### src/inc/pbs_pkg.sv
// Package for the processor bus slave data phase: constants and carriers.
// Assumes a single 25 MHz core clock shared by all users of these types.
package pbs_pkg;

	// Transfer size codes on the tsiz field (bit 3 is tsiz[0], bits 2:0 tsiz[1:3])
	localparam logic [2:0] TSIZ_DOUBLE = 3'h0;
	localparam logic [2:0] TSIZ_EXT16 = 3'h1;
	localparam logic [2:0] TSIZ_EXT24 = 3'h2;
	localparam logic [2:0] TSIZ_BURST = 3'h2;

	// Beat and byte counts
	localparam int unsigned LINE_WORDS = 4;
	localparam logic [2:0] BEATS_SINGLE = 3'h1;
	localparam logic [2:0] BEATS_EXT16 = 3'h2;
	localparam logic [2:0] BEATS_EXT24 = 3'h3;
	localparam logic [2:0] BEATS_BURST = 3'h4;
	localparam logic [5:0] BYTES_DOUBLE = 6'h08;
	localparam logic [5:0] BYTES_EXT16 = 6'h10;
	localparam logic [5:0] BYTES_EXT24 = 6'h18;
	localparam logic [5:0] BYTES_BURST = 6'h20;
	localparam logic [5:0] REG_MAX_BYTES = 6'h04;

	// Register offset handling for eight-byte reads
	localparam logic [11:0] REG_OFFSET_MASK = 12'hff8;
	localparam logic [11:0] REG_UPPER_STEP = 12'h004;

	// Discard timer: 2^15 clocks
	localparam int unsigned DISCARD_CYCLES = 32768;
	localparam int unsigned DISC_W = 16;

	// Reset values
	localparam logic [7:0] LANES_RESET = 8'h00;
	localparam logic [2:0] COUNT_RESET = 3'h0;

	typedef enum logic [2:0] {
		DR_IDLE,
		DR_FETCH,
		DR_HELD,
		DR_PRIME,
		DR_SEND
	} pbs_fsm_type;

	// Claimed read request from the address phase
	typedef struct packed {
		logic is_reg;
		logic tbst_n;
		logic [3:0] tsiz;
		logic [31:0] addr;
	} pbs_req_type;

	// Fetch toward the memory or register side
	typedef struct packed {
		logic valid;
		logic is_reg;
		logic [31:0] addr;
		logic [2:0] beats;
	} pbs_fetch_type;

	// Returned data beat from the memory or register side
	typedef struct packed {
		logic valid;
		logic last;
		logic error;
		logic [63:0] data;
	} pbs_fill_type;

	// Data termination strobes toward the bus, active high
	typedef struct packed {
		logic artry;
		logic ta;
		logic tea;
		logic dval;
	} pbs_term_type;

endpackage

### src/logic/pbs_line_buffer.sv
// Read line buffer: small word memory with registered read data.
// Assumes one writer and one reader on the same clock.
`timescale 1ns/1ps
module pbs_line_buffer #(
	parameter int unsigned WIDTH = 64,
	parameter int unsigned DEPTH = 4,
	parameter int unsigned AW = 2
) (
	// Clock and reset
	input wire logic core_clk,
	input wire logic rst,
	// Write port
	input wire logic wr_en,
	input wire logic [AW-1:0] wr_addr,
	input wire logic [WIDTH-1:0] wr_data,
	// Read port
	input wire logic [AW-1:0] rd_addr,
	output logic [WIDTH-1:0] rd_data
);

	typedef struct packed {
		logic [DEPTH-1:0][WIDTH-1:0] mem;
		logic [WIDTH-1:0] rdata;
	} pbs_buf_state_type;

	pbs_buf_state_type s_reg;
	pbs_buf_state_type s_next;

	always_comb begin
		s_next = s_reg;
		if (wr_en) begin
			s_next.mem[wr_addr] = wr_data;
		end
		s_next.rdata = s_reg.mem[rd_addr];
	end

	always_ff @(posedge core_clk) begin
		if (rst) begin
			s_reg <= '0;
		end else begin
			s_reg <= s_next;
		end
	end

	assign rd_data = s_reg.rdata;

endmodule

### src/logic/pbs_data_phase.sv
// Data phase of the processor bus slave: size decode, lanes, delayed reads.
// Assumes the address phase claims reads and hands them over on req_valid,
// and a memory or register side that answers a fetch with data beats.
`timescale 1ns/1ps
module pbs_data_phase #(
	parameter int unsigned DISCARD_LIMIT = pbs_pkg::DISCARD_CYCLES
) (
	// Clock and reset
	input wire logic core_clk,
	input wire logic rst,
	// Control bits
	input wire logic transfer_error_enable,
	input wire logic address_retry_enable,
	input wire logic upper_word_select,
	// Read request from the address phase
	input wire logic req_valid,
	input wire pbs_pkg::pbs_req_type req,
	output logic req_ready,
	// Data tenure toward the bus
	output pbs_pkg::pbs_term_type term,
	output logic [63:0] data_out,
	output logic data_valid,
	output logic [7:0] lane_enable,
	// Memory or register side
	output pbs_pkg::pbs_fetch_type fetch,
	input wire pbs_pkg::pbs_fill_type fill
);

	typedef struct packed {
		pbs_pkg::pbs_fsm_type fsm;
		pbs_pkg::pbs_req_type req;
		logic retry_mode;
		logic err;
		logic burst;
		logic ext;
		logic [2:0] beats;
		logic [2:0] cnt;
		logic [2:0] fill_cnt;
		logic [7:0] lanes;
		logic [pbs_pkg::DISC_W-1:0] disc;
		pbs_pkg::pbs_term_type term;
		pbs_pkg::pbs_fetch_type fetch;
	} pbs_state_type;

	pbs_state_type s_reg;
	pbs_state_type s_next;

	logic [5:0] req_bytes;
	logic [2:0] req_beats;
	logic req_burst;
	logic req_ext;
	logic [7:0] req_lanes;
	logic [11:0] reg_offset;
	logic reg_err;
	logic match;
	logic send_last;
	logic wr_en;
	logic [63:0] wr_data;
	logic [1:0] rd_addr;
	logic [63:0] rd_data;

	// Size decode
	always_comb begin
		req_burst = 1'b0;
		req_ext = 1'b0;
		req_beats = pbs_pkg::BEATS_SINGLE;
		req_bytes = {3'h0, req.tsiz[2:0]};
		if (!req.tbst_n) begin
			req_burst = 1'b1;
			req_beats = pbs_pkg::BEATS_BURST;
			req_bytes = pbs_pkg::BYTES_BURST;
		end else if (req.tsiz[3]) begin
			req_ext = 1'b1;
			if (req.tsiz[2:0] == pbs_pkg::TSIZ_EXT16) begin
				req_beats = pbs_pkg::BEATS_EXT16;
				req_bytes = pbs_pkg::BYTES_EXT16;
			end else begin
				req_beats = pbs_pkg::BEATS_EXT24;
				req_bytes = pbs_pkg::BYTES_EXT24;
			end
		end else if (req.tsiz[2:0] == pbs_pkg::TSIZ_DOUBLE) begin
			req_bytes = pbs_pkg::BYTES_DOUBLE;
		end
	end

	// Lanes: contiguous run from the low address bits, no swapping
	always_comb begin
		req_lanes = 8'hff;
		if (req_beats == pbs_pkg::BEATS_SINGLE && req_bytes != pbs_pkg::BYTES_DOUBLE) begin
			req_lanes = 8'((9'h001 << req_bytes[3:0]) - 9'h001) << req.addr[2:0];
		end
	end

	// Register access checks and eight-byte offset
	always_comb begin
		reg_offset = req.addr[11:0];
		reg_err = 1'b0;
		if (req.is_reg && req_bytes > pbs_pkg::REG_MAX_BYTES) begin
			if (transfer_error_enable || req_bytes > pbs_pkg::BYTES_DOUBLE) begin
				reg_err = 1'b1;
			end else begin
				reg_offset = req.addr[11:0] & pbs_pkg::REG_OFFSET_MASK;
				if (upper_word_select) begin
					reg_offset = reg_offset + pbs_pkg::REG_UPPER_STEP;
				end
			end
		end
	end

	assign match = (req == s_reg.req);
	assign send_last = (s_reg.cnt + 3'h1 == s_reg.beats);
	assign wr_en = (s_reg.fsm == pbs_pkg::DR_FETCH) && fill.valid;
	assign wr_data = s_reg.req.is_reg ? {fill.data[31:0], fill.data[31:0]} : fill.data;
	assign rd_addr = (s_reg.fsm == pbs_pkg::DR_SEND) ? 2'(s_reg.cnt + 3'h1) : 2'h0;

	always_comb begin
		s_next = s_reg;
		s_next.term = '0;
		s_next.fetch.valid = 1'b0;
		case (s_reg.fsm)
			pbs_pkg::DR_IDLE: begin
				if (req_valid) begin
					if (reg_err) begin
						s_next.term.tea = transfer_error_enable;
						s_next.term.ta = !transfer_error_enable;
					end else begin
						s_next.req = req;
						s_next.retry_mode = address_retry_enable;
						s_next.term.artry = address_retry_enable;
						s_next.burst = req_burst;
						s_next.ext = req_ext;
						s_next.beats = req_beats;
						s_next.lanes = req_lanes;
						s_next.fill_cnt = pbs_pkg::COUNT_RESET;
						s_next.err = 1'b0;
						s_next.fetch.valid = 1'b1;
						s_next.fetch.is_reg = req.is_reg;
						s_next.fetch.addr = {req.addr[31:12], reg_offset};
						s_next.fetch.beats = req_beats;
						s_next.fsm = pbs_pkg::DR_FETCH;
					end
				end
			end
			pbs_pkg::DR_FETCH: begin
				if (fill.valid) begin
					s_next.fill_cnt = s_reg.fill_cnt + 3'h1;
					s_next.err = s_reg.err | fill.error;
					if (fill.last) begin
						s_next.disc = '0;
						s_next.fsm = s_reg.retry_mode ? pbs_pkg::DR_HELD : pbs_pkg::DR_PRIME;
					end
				end
				if (req_valid && s_reg.retry_mode) begin
					s_next.term.artry = 1'b1;
				end
			end
			pbs_pkg::DR_HELD: begin
				s_next.disc = s_reg.disc + 1'b1;
				if (req_valid && match) begin
					s_next.disc = '0;
					s_next.fsm = pbs_pkg::DR_PRIME;
				end else if (req_valid) begin
					s_next.term.artry = 1'b1;
				end else if (s_reg.disc == pbs_pkg::DISC_W'(DISCARD_LIMIT - 1)) begin
					s_next.disc = '0;
					s_next.fsm = pbs_pkg::DR_IDLE;
				end
			end
			pbs_pkg::DR_PRIME: begin
				s_next.cnt = pbs_pkg::COUNT_RESET;
				s_next.fsm = pbs_pkg::DR_SEND;
			end
			pbs_pkg::DR_SEND: begin
				s_next.cnt = s_reg.cnt + 3'h1;
				if ((s_reg.err && transfer_error_enable) || send_last) begin
					s_next.fsm = pbs_pkg::DR_IDLE;
				end
			end
			default: begin
				s_next.fsm = pbs_pkg::DR_IDLE;
			end
		endcase
	end

	always_ff @(posedge core_clk) begin
		if (rst) begin
			s_reg <= '0;
			s_reg.fsm <= pbs_pkg::DR_IDLE;
			s_reg.lanes <= pbs_pkg::LANES_RESET;
		end else begin
			s_reg <= s_next;
		end
	end

	pbs_line_buffer #(
		.WIDTH(64),
		.DEPTH(pbs_pkg::LINE_WORDS),
		.AW(2)
	) u_line_buffer (
		.core_clk(core_clk),
		.rst(rst),
		.wr_en(wr_en),
		.wr_addr(s_reg.fill_cnt[1:0]),
		.wr_data(wr_data),
		.rd_addr(rd_addr),
		.rd_data(rd_data)
	);

	// Beat strobes line up with the registered buffer output
	always_comb begin
		term = s_reg.term;
		data_valid = 1'b0;
		if (s_reg.fsm == pbs_pkg::DR_SEND) begin
			if (s_reg.err && transfer_error_enable) begin
				term.tea = 1'b1;
			end else begin
				data_valid = 1'b1;
				term.ta = s_reg.burst || send_last || !s_reg.ext;
				term.dval = s_reg.ext;
			end
		end
	end

	assign data_out = rd_data;
	assign lane_enable = s_reg.lanes;
	assign fetch = s_reg.fetch;
	assign req_ready = (s_reg.fsm == pbs_pkg::DR_IDLE) ||
		(s_reg.retry_mode && (s_reg.fsm == pbs_pkg::DR_FETCH || s_reg.fsm == pbs_pkg::DR_HELD));

endmodule

### config.mk
export PLATFORM = sky130hd
export DESIGN_NAME = pbs_data_phase
export DESIGN_NICKNAME = d
export VERILOG_FILES = /design/src/inc/pbs_pkg.sv /design/src/logic/pbs_line_buffer.sv /design/src/logic/pbs_data_phase.sv
export SDC_FILE = /design/constraint.sdc
export NUM_CORES = 1
export LEC_CHECK = 0
export BUFFER_PORTS_ARGS = -buffer_cell sky130_fd_sc_hd__buf_2
export CAP_MARGIN = 10
export CORE_MARGIN = 4
export CORE_UTILIZATION = 45
export CTS_BUF_LIST = sky130_fd_sc_hd__clkbuf_8
export DETAILED_ROUTE_END_ITERATION = 8
export GPL_TIMING_DRIVEN = 0
export SLEW_MARGIN = 10
export SYNTH_ARGS = -nofsm -noshare
export SYNTH_HDL_FRONTEND = slang
export SYNTH_SLANG_ARGS = --single-unit
### constraint.sdc
create_clock -name core_clk -period 6.15 [get_ports core_clk]
set_clock_uncertainty 0.05 [all_clocks]
set_input_delay 0.3075 -clock core_clk [delete_from_list [all_inputs] [get_ports core_clk]]
set_output_delay 0.3075 -clock core_clk [all_outputs]
set_load 0.05 [all_outputs]
==> flow_summary_export.csv, run 1 <==
group,metric,value,unit
run_status,run_status,"complete, no violations",
setup_path,critical_path_class,"input pin to register",
synth,synth_ff_type,"dfxtp_1",
synth,seq_area_frac_synth,0.458,
sta,finalCritPeriodShare,0.500,
global_route,grt_pass1_vias,15380,
detailed_routing,wl,55700,um
clock_network,numCtsBuffers,70,
global_route,grt_pass1_wl,86200,um
die,core-area,38600,um^2
clock_network,htree_levels,3,
die,die_w,206,um
synth,ys_async_sr_fraction,0,
die,die-area,42300,um^2
synth,netlist_area,17600,um^2
die,die-height,206,um
sta,finalSetupViolCount,0,
clock_network,hold_buffers,67,
synth,syn_inst,2048,
power_and_ir_drop,power,5.86,mW
setup_path,cp.arrival,3530,ps
sta,final_hold_viol_count,0,
synth,synth_common_cells,"402 x dfxtp_1, 366 x nand2_1, 259 x a211oi_1",
setup_path,path_cells,"dlygate4sd3_1, buf_2, mux2i_1, o21ai_0, nand4bb_1, ha_1, nor4b_1, mux2i_1, o21ai_0, nor4b_1, a31oi_1, a311oi_1",
power_and_ir_drop,power_frac_clock,0.412,
detailed_routing,dr.pass1.iters,6,
sta,drv_slew,0,
die,initial_core_util,0.455,
cells_and_area,nFillCells,3640,
global_route,grt_start_max_net_pins,11,
setup_path,critical_path_buf_inv_count,2,
setup_path,path_delay_family,"compound AO/OA/AOI/OAI gates",
placed_design,gp_congestion,0.873,
clock_network,cts_setup_buffers,0,
synth,ys.warnings.count,0,
sta,rsz0062_at_grt,"false",
detailed_routing,top_layer,"met5",
cells_and_area,drive_gt1_frac,0.203,
sta,max_slew_margin,0.404,
synth,synth_seq_cells,402,
clock_network,root_buffer,"clkbuf_8",
sta,setup_tns,0,ps
synth,synth_area_per_cell,8.58,um^2
clock_network,clk_latency,600,ps
synth,synth_top_cell_by_area,"dfxtp_1",
clock_network,clock_path_buffers,3,
setup_path,cpPeakStageDelay,530,ps
setup_path,worstSetupStartpointType,"input pin",
die,rows,72,
setup_path,critical_path_required,6600,ps
cells_and_area,area.growth.synth_to_final,21.6,%
setup_path,reg2reg_setup_slack,3080,ps
power_and_ir_drop,vdd.ir_drop.worst,0.155,mV
global_route,grt_antenna_before_repair,3,
clock_network,post_cts.resized_instances,0,
synth,ys_types,59,
clock_network,clkTransAtPathRegs,60,ps
cells_and_area,largest_reg_flops,256,
detailed_routing,wire_per_inst,18.7,um
synth,synth_top_cell_area_share,0.458,
power_and_ir_drop,powerDensity,274,nW/um^2
sta,max_freq,0.325,GHz
setup_path,end_kind,"register",
power_and_ir_drop,p_comb_frac,0.124,
power_and_ir_drop,switchingPower,1.60,mW
sta,min_period,3080,ps
detailed_routing,wl_met2,25900,um
setup_path,path_max_fanout,10,
detailed_routing,met1Wirelength,24400,um
clock_network,clock-sinks,402,
power_and_ir_drop,switching_share,0.274,
min_path,hold_path_class,"input pin to register",
clock_network,cts_tree,"yes",
detailed_routing,ant_nets,0,
detailed_routing,wl_met3,4090,um
detailed_routing,drc,0,
synth,ys_top_cells_by_area,"dfxtp_1 46%, a211oi_1 11%, nand2_1 7.8%",
power_and_ir_drop,p_seq_frac,0.463,
setup_path,crit_slowest_cell,"dlygate4sd3_1",
placed_design,port_buffers,218,
synth,synth-edff-count,0,
detailed_routing,drtIter0Drc,1062,
synth,synth.most_common_cell,"dfxtp_1",
die,ios,226,
global_route,grt-ovfl-total,0,
synth,synth_nets,2166,
detailed_routing,vias,15971,
power_and_ir_drop,intPower,4.25,mW
power_and_ir_drop,p_leak,8.02,nW
detailed_routing,via_per_inst,5.37,
sta,worst_slew_pin_slew,894,ps
run,max_cap_violations,0,
cells_and_area,nNetsFinal,2523,
global_route,grtUsageTotal,0.258,
placed_design,place_hpwl,40600,um
==> placed cells by master, fill, tap and decap left out, types with 3 or more instances in the layout <==
cell type / Yosys / layout
buf_4: 117 / 117
buf_1: 5 / 5
a211oi_1: 259 / 259
and3_1: 6 / 6
o21ai_0: 12 / 12
o21ai_1: 3 / 3
or2_2: 4 / 4
nand2_1: 366 / 366
mux2i_1: 103 / 103
a311oi_1: 3 / 3
nor4_1: 6 / 6
clkbuf_1: 106 / 106
nand3_1: 17 / 17
nor4b_1: 3 / 3
and2_1: 6 / 6
nor2b_1: 67 / 67
clkbuf_8: 0 / 92
xor2_1: 10 / 10
ha_1: 7 / 7
xnor2_1: 42 / 42
nand4_1: 18 / 18
a31oi_1: 9 / 9
nand4b_1: 3 / 3
a21oi_1: 186 / 186
inv_1: 9 / 32
nand2b_1: 3 / 3
nor3_1: 23 / 23
dlygate4sd3_1: 0 / 67
dfxtp_1: 402 / 402
nor2_1: 161 / 161
buf_2: 47 / 265
nand3b_1: 4 / 4
==> worst register-to-register path, stage by stage, from the launching register on <==
cell	delay (ps)
dfxtp_1	310
clkbuf_1	270
nor2_2	140
nand3_1	140
clkbuf_1	630
clkbuf_1	720
a211oi_1	150
a211oi_1	520
==> stage by stage <==
| step | setup WS, ps | hold WS (ps) | cells | cell area (um^2) | util |
|---|---|---|---|---|---|
| 2_1_floorplan | 2930 | 382 | 2048 | 17600 | - |
| 5_1_grt | 2830 | 59.9 | 2971 | 21400 | 0.553 |
| 6_report | 3070 | 51.7 | 2972 | 21400 | 0.553 |
| 3_5_place_dp | 3090 | 392 | 2784 | 19300 | 0.500 |
| 3_3_place_gp | 3120 | 389 | 2784 | 19300 | 0.500 |
| 4_1_cts | 3090 | 22.7 | 2971 | 21400 | 0.553 |
==> per-layer routing <==
metal,GRT usage,up-vias
li1,-,7715
met1,0.346,7595
met2,0.422,554
met3,0.0526,103
met4,0.0744,4
met5,0,-
==> cell families after synthesis <==
family,after synthesis,synth area share
flip-flops,402,0.458
AND/OR/NAND/NOR,702,0.176
XOR/XNOR,52,0.0259
multiplexers,104,0.0600
AO/OA/AOI/OAI,493,0.184
adder cells (fa/ha/maj),8,0.00556
buffers and inverters,287,0.0905
==> layout make-up <==
type,instances,area (um^2),area share
multi-input combinational,1359,7930,0.371
clock buffer,92,1270,0.0593
buffer,277,1550,0.0727
clock inverter,28,120,0.00562
timing repair buffer,285,1760,0.0825
inverter,10,37.5,0.00176
antenna,1,2.50,0.000117
tap,518,648,0.0303
sequential,402,8050,0.377
==> path summary, 6_finish.rpt <==
check / startpoint / endpoint / depth (start not counted)
min: req[36] / s_reg[114] / 3
max: req[32] / lane_enable[5] / 12
min reg2reg: u_line_buffer.s_reg[272] / u_line_buffer.s_reg[272] / 2
max reg2reg: s_reg[116] / u_line_buffer.rd_data[32] / 7
==> power by group through the flow <==
stage	Combinational, mW	Clock [mW]	Sequential, mW
final	0.728	2.42	2.71
after global routing	0.780	2.58	2.72
after CTS	0.726	2.47	2.71
after detailed placement	0.690	0	2.77
after global placement	0.686	0	2.77
after floorplan	0.475	0	2.76
No activity file was read; power rests on OpenSTA's default activity.
==> run 2, diff against run 1 <==
PLACE_DENSITY = 0.67   (was not set)
clock period = 2.7 ns   (was 6.15 ns; I/O delays follow)
==> run 2 against run 1 <==
Effect of this change: cell count grew 0.40%; worst hold slack worse by 42 ps; die area stayed put; global-route usage shrank 0.27 points; first-iteration DRC count rose by 7.5%; via count increased by 0.22%; flip-flop and latch count unchanged; combinational power is 130% higher; clock-buffer cell count is 18 lower; setup slack lost 3000 ps; utilization up 0.26 points; register-to-register slack lost 3000 ps.
==> flow_summary_export.csv, run 2 (synthesis results as in run 1) <==
group,metric,value,unit
run_status,run_status,"complete, no violations",
cells_and_area,antenna_cells,0,
detailed_routing,vias,16006,
clock_network,clkTransAtPathRegs,60,ps
sta,worst_hold_slack,9.27,ps
die,initial_core_util,0.455,
global_route,grt_pass1_wl,85200,um
setup_path,cpPeakStageDelay,560,ps
die,die_w,206,um
setup_path,crit_slowest_cell,"clkbuf_1",
cells_and_area,layout_common_cells,"402 x dfxtp_1, 366 x nand2_1, 266 x buf_2",
power_and_ir_drop,powerDensity,597,nW/um^2
sta,finalSetupViolCount,0,
global_route,grtUsageTotal,0.255,
run,max_cap_violations,0,
die,ios,226,
global_route,grt-ovfl-total,0,
cells_and_area,area.growth.synth_to_final,22.2,%
setup_path,path_delay_family,"buffers and inverters",
placed_design,post_dp_cell_area,19300,um^2
global_route,grt_antenna_before_repair,1,
sta,finalCritPeriodShare,0.962,
clock_network,cts_tree,"yes",
detailed_routing,dr.pass1.iters,5,
sta,max_freq,0.385,GHz
cells_and_area,fin_util,0.555,
clock_network,htree_levels,3,
detailed_routing,drtIter0Drc,1142,
detailed_routing,via_per_inst,5.36,
sta,worst_slew_pin_slew,878,ps
clock_network,clk_latency,610,ps
cells_and_area,layout_commonest_cell,"dfxtp_1",
setup_path,reg2reg_setup_slack,100,ps
setup_path,end_kind,"register",
cells_and_area,largest_reg_flops,256,
setup_path,path_cells,"ha_1, nand3_1, clkbuf_2, clkbuf_1, a211oi_1, a211oi_1",
setup_path,crit_top_cell,"a211oi_1",
cells_and_area,nNetsFinal,2549,
clock_network,root_buffer,"clkbuf_8",
clock_network,clock_path_buffers,3,
die,die-height,206,um
detailed_routing,wl,55300,um
detailed_routing,ant_nets,0,
placed_design,port_buffers,218,
power_and_ir_drop,p_leak,8.04,nW
setup_path,critical_path_class,"register to register",
detailed_routing,drc,0,
clock_network,numCtsBuffers,67,
sta,final_hold_viol_count,0,
min_path,hold_path_class,"input pin to register",
setup_path,path_max_fanout,10,
die,core-area,38600,um^2
setup_path,worstSetupStartpointType,"register",
setup_path,critical_path_buf_inv_count,2,
setup_path,cp.arrival,2980,ps
cells_and_area,drive_gt1_frac,0.200,
cells_and_area,finalNonFillerCells,2984,
setup_path,critical_path_required,3080,ps
sta,drv_slew,0,
cells_and_area,nFillCells,3540,
global_route,grt_pass1_vias,15629,
sta,max_slew_margin,0.415,
placed_design,dp_cells,2784,
clock_network,clock-sinks,402,
die,die-area,42300,um^2
placed_design,gp_congestion,0.893,
sta,min_period,2600,ps
detailed_routing,wire_per_inst,18.5,um
placed_design,place_hpwl,39700,um
global_route,grt_start_max_net_pins,11,
power_and_ir_drop,vdd.ir_drop.worst,0.474,mV
cells_and_area,finish.instance_area,21500,um^2
die,rows,72,
run 2: layout make-up:
type | instances | area (um^2) | area share
inverter | 10 | 37.5 | 0.00175
sequential | 402 | 8050 | 0.375
multi-input combinational | 1359 | 7950 | 0.370
tap | 518 | 648 | 0.0302
buffer | 276 | 1560 | 0.0725
timing repair buffer | 315 | 2060 | 0.0961
clock buffer | 74 | 1020 | 0.0474
clock inverter | 30 | 144 | 0.00670
run 2: tightest hold or removal path, stage by stage:
cell and delay (ps):
buf_2 70, mux2i_1 180, a211oi_1 240
run 2: metal layers:
metal / wire, um / global-route usage / vias to the layer above
li1: - / - / 7748
met1: 23600 / 0.333 / 7558
met2: 25600 / 0.413 / 586
met3: 4300 / 0.0600 / 112
met4: 1760 / 0.0933 / 2
met5: 13 / 0 / -
run 2: worst paths after layout:
kind | start | end | cells past startpoint
worst max-delay path | s_reg[68] | u_line_buffer.rd_data[33] | 6
worst min-delay path | fill[52] | u_line_buffer.s_reg[180] | 3
worst max register to register | s_reg[68] | u_line_buffer.rd_data[33] | 6
worst min register to register | u_line_buffer.s_reg[260] | u_line_buffer.s_reg[260] | 2
run 2: stage by stage:
stage / total power [mW] / setup slack, ps / setup TNS, ps
after detailed placement: 7.88 / -169 / -906
after global placement: 7.85 / -150 / -962
final: 12.8 / 102 / 0
after floorplan: 7.37 / 46.4 / 0
after global routing: 13.3 / -9.46 / -9.46
after CTS: 12.9 / 5.33 / 0
run 2: power breakdown:
group	internal, mW	switching (mW)
clock network	2.50	2.44
logic	0.599	1.09
registers	6.09	0.0983
run 2: what timing repair did:
action / in CTS / in global routing
hold buffers: 97 / 0
endpoints found under the hold margin: 241 / 0
endpoints found under the setup margin: 15 / 28
setup buffers: 0 / 0
resized for setup: 3 / 9
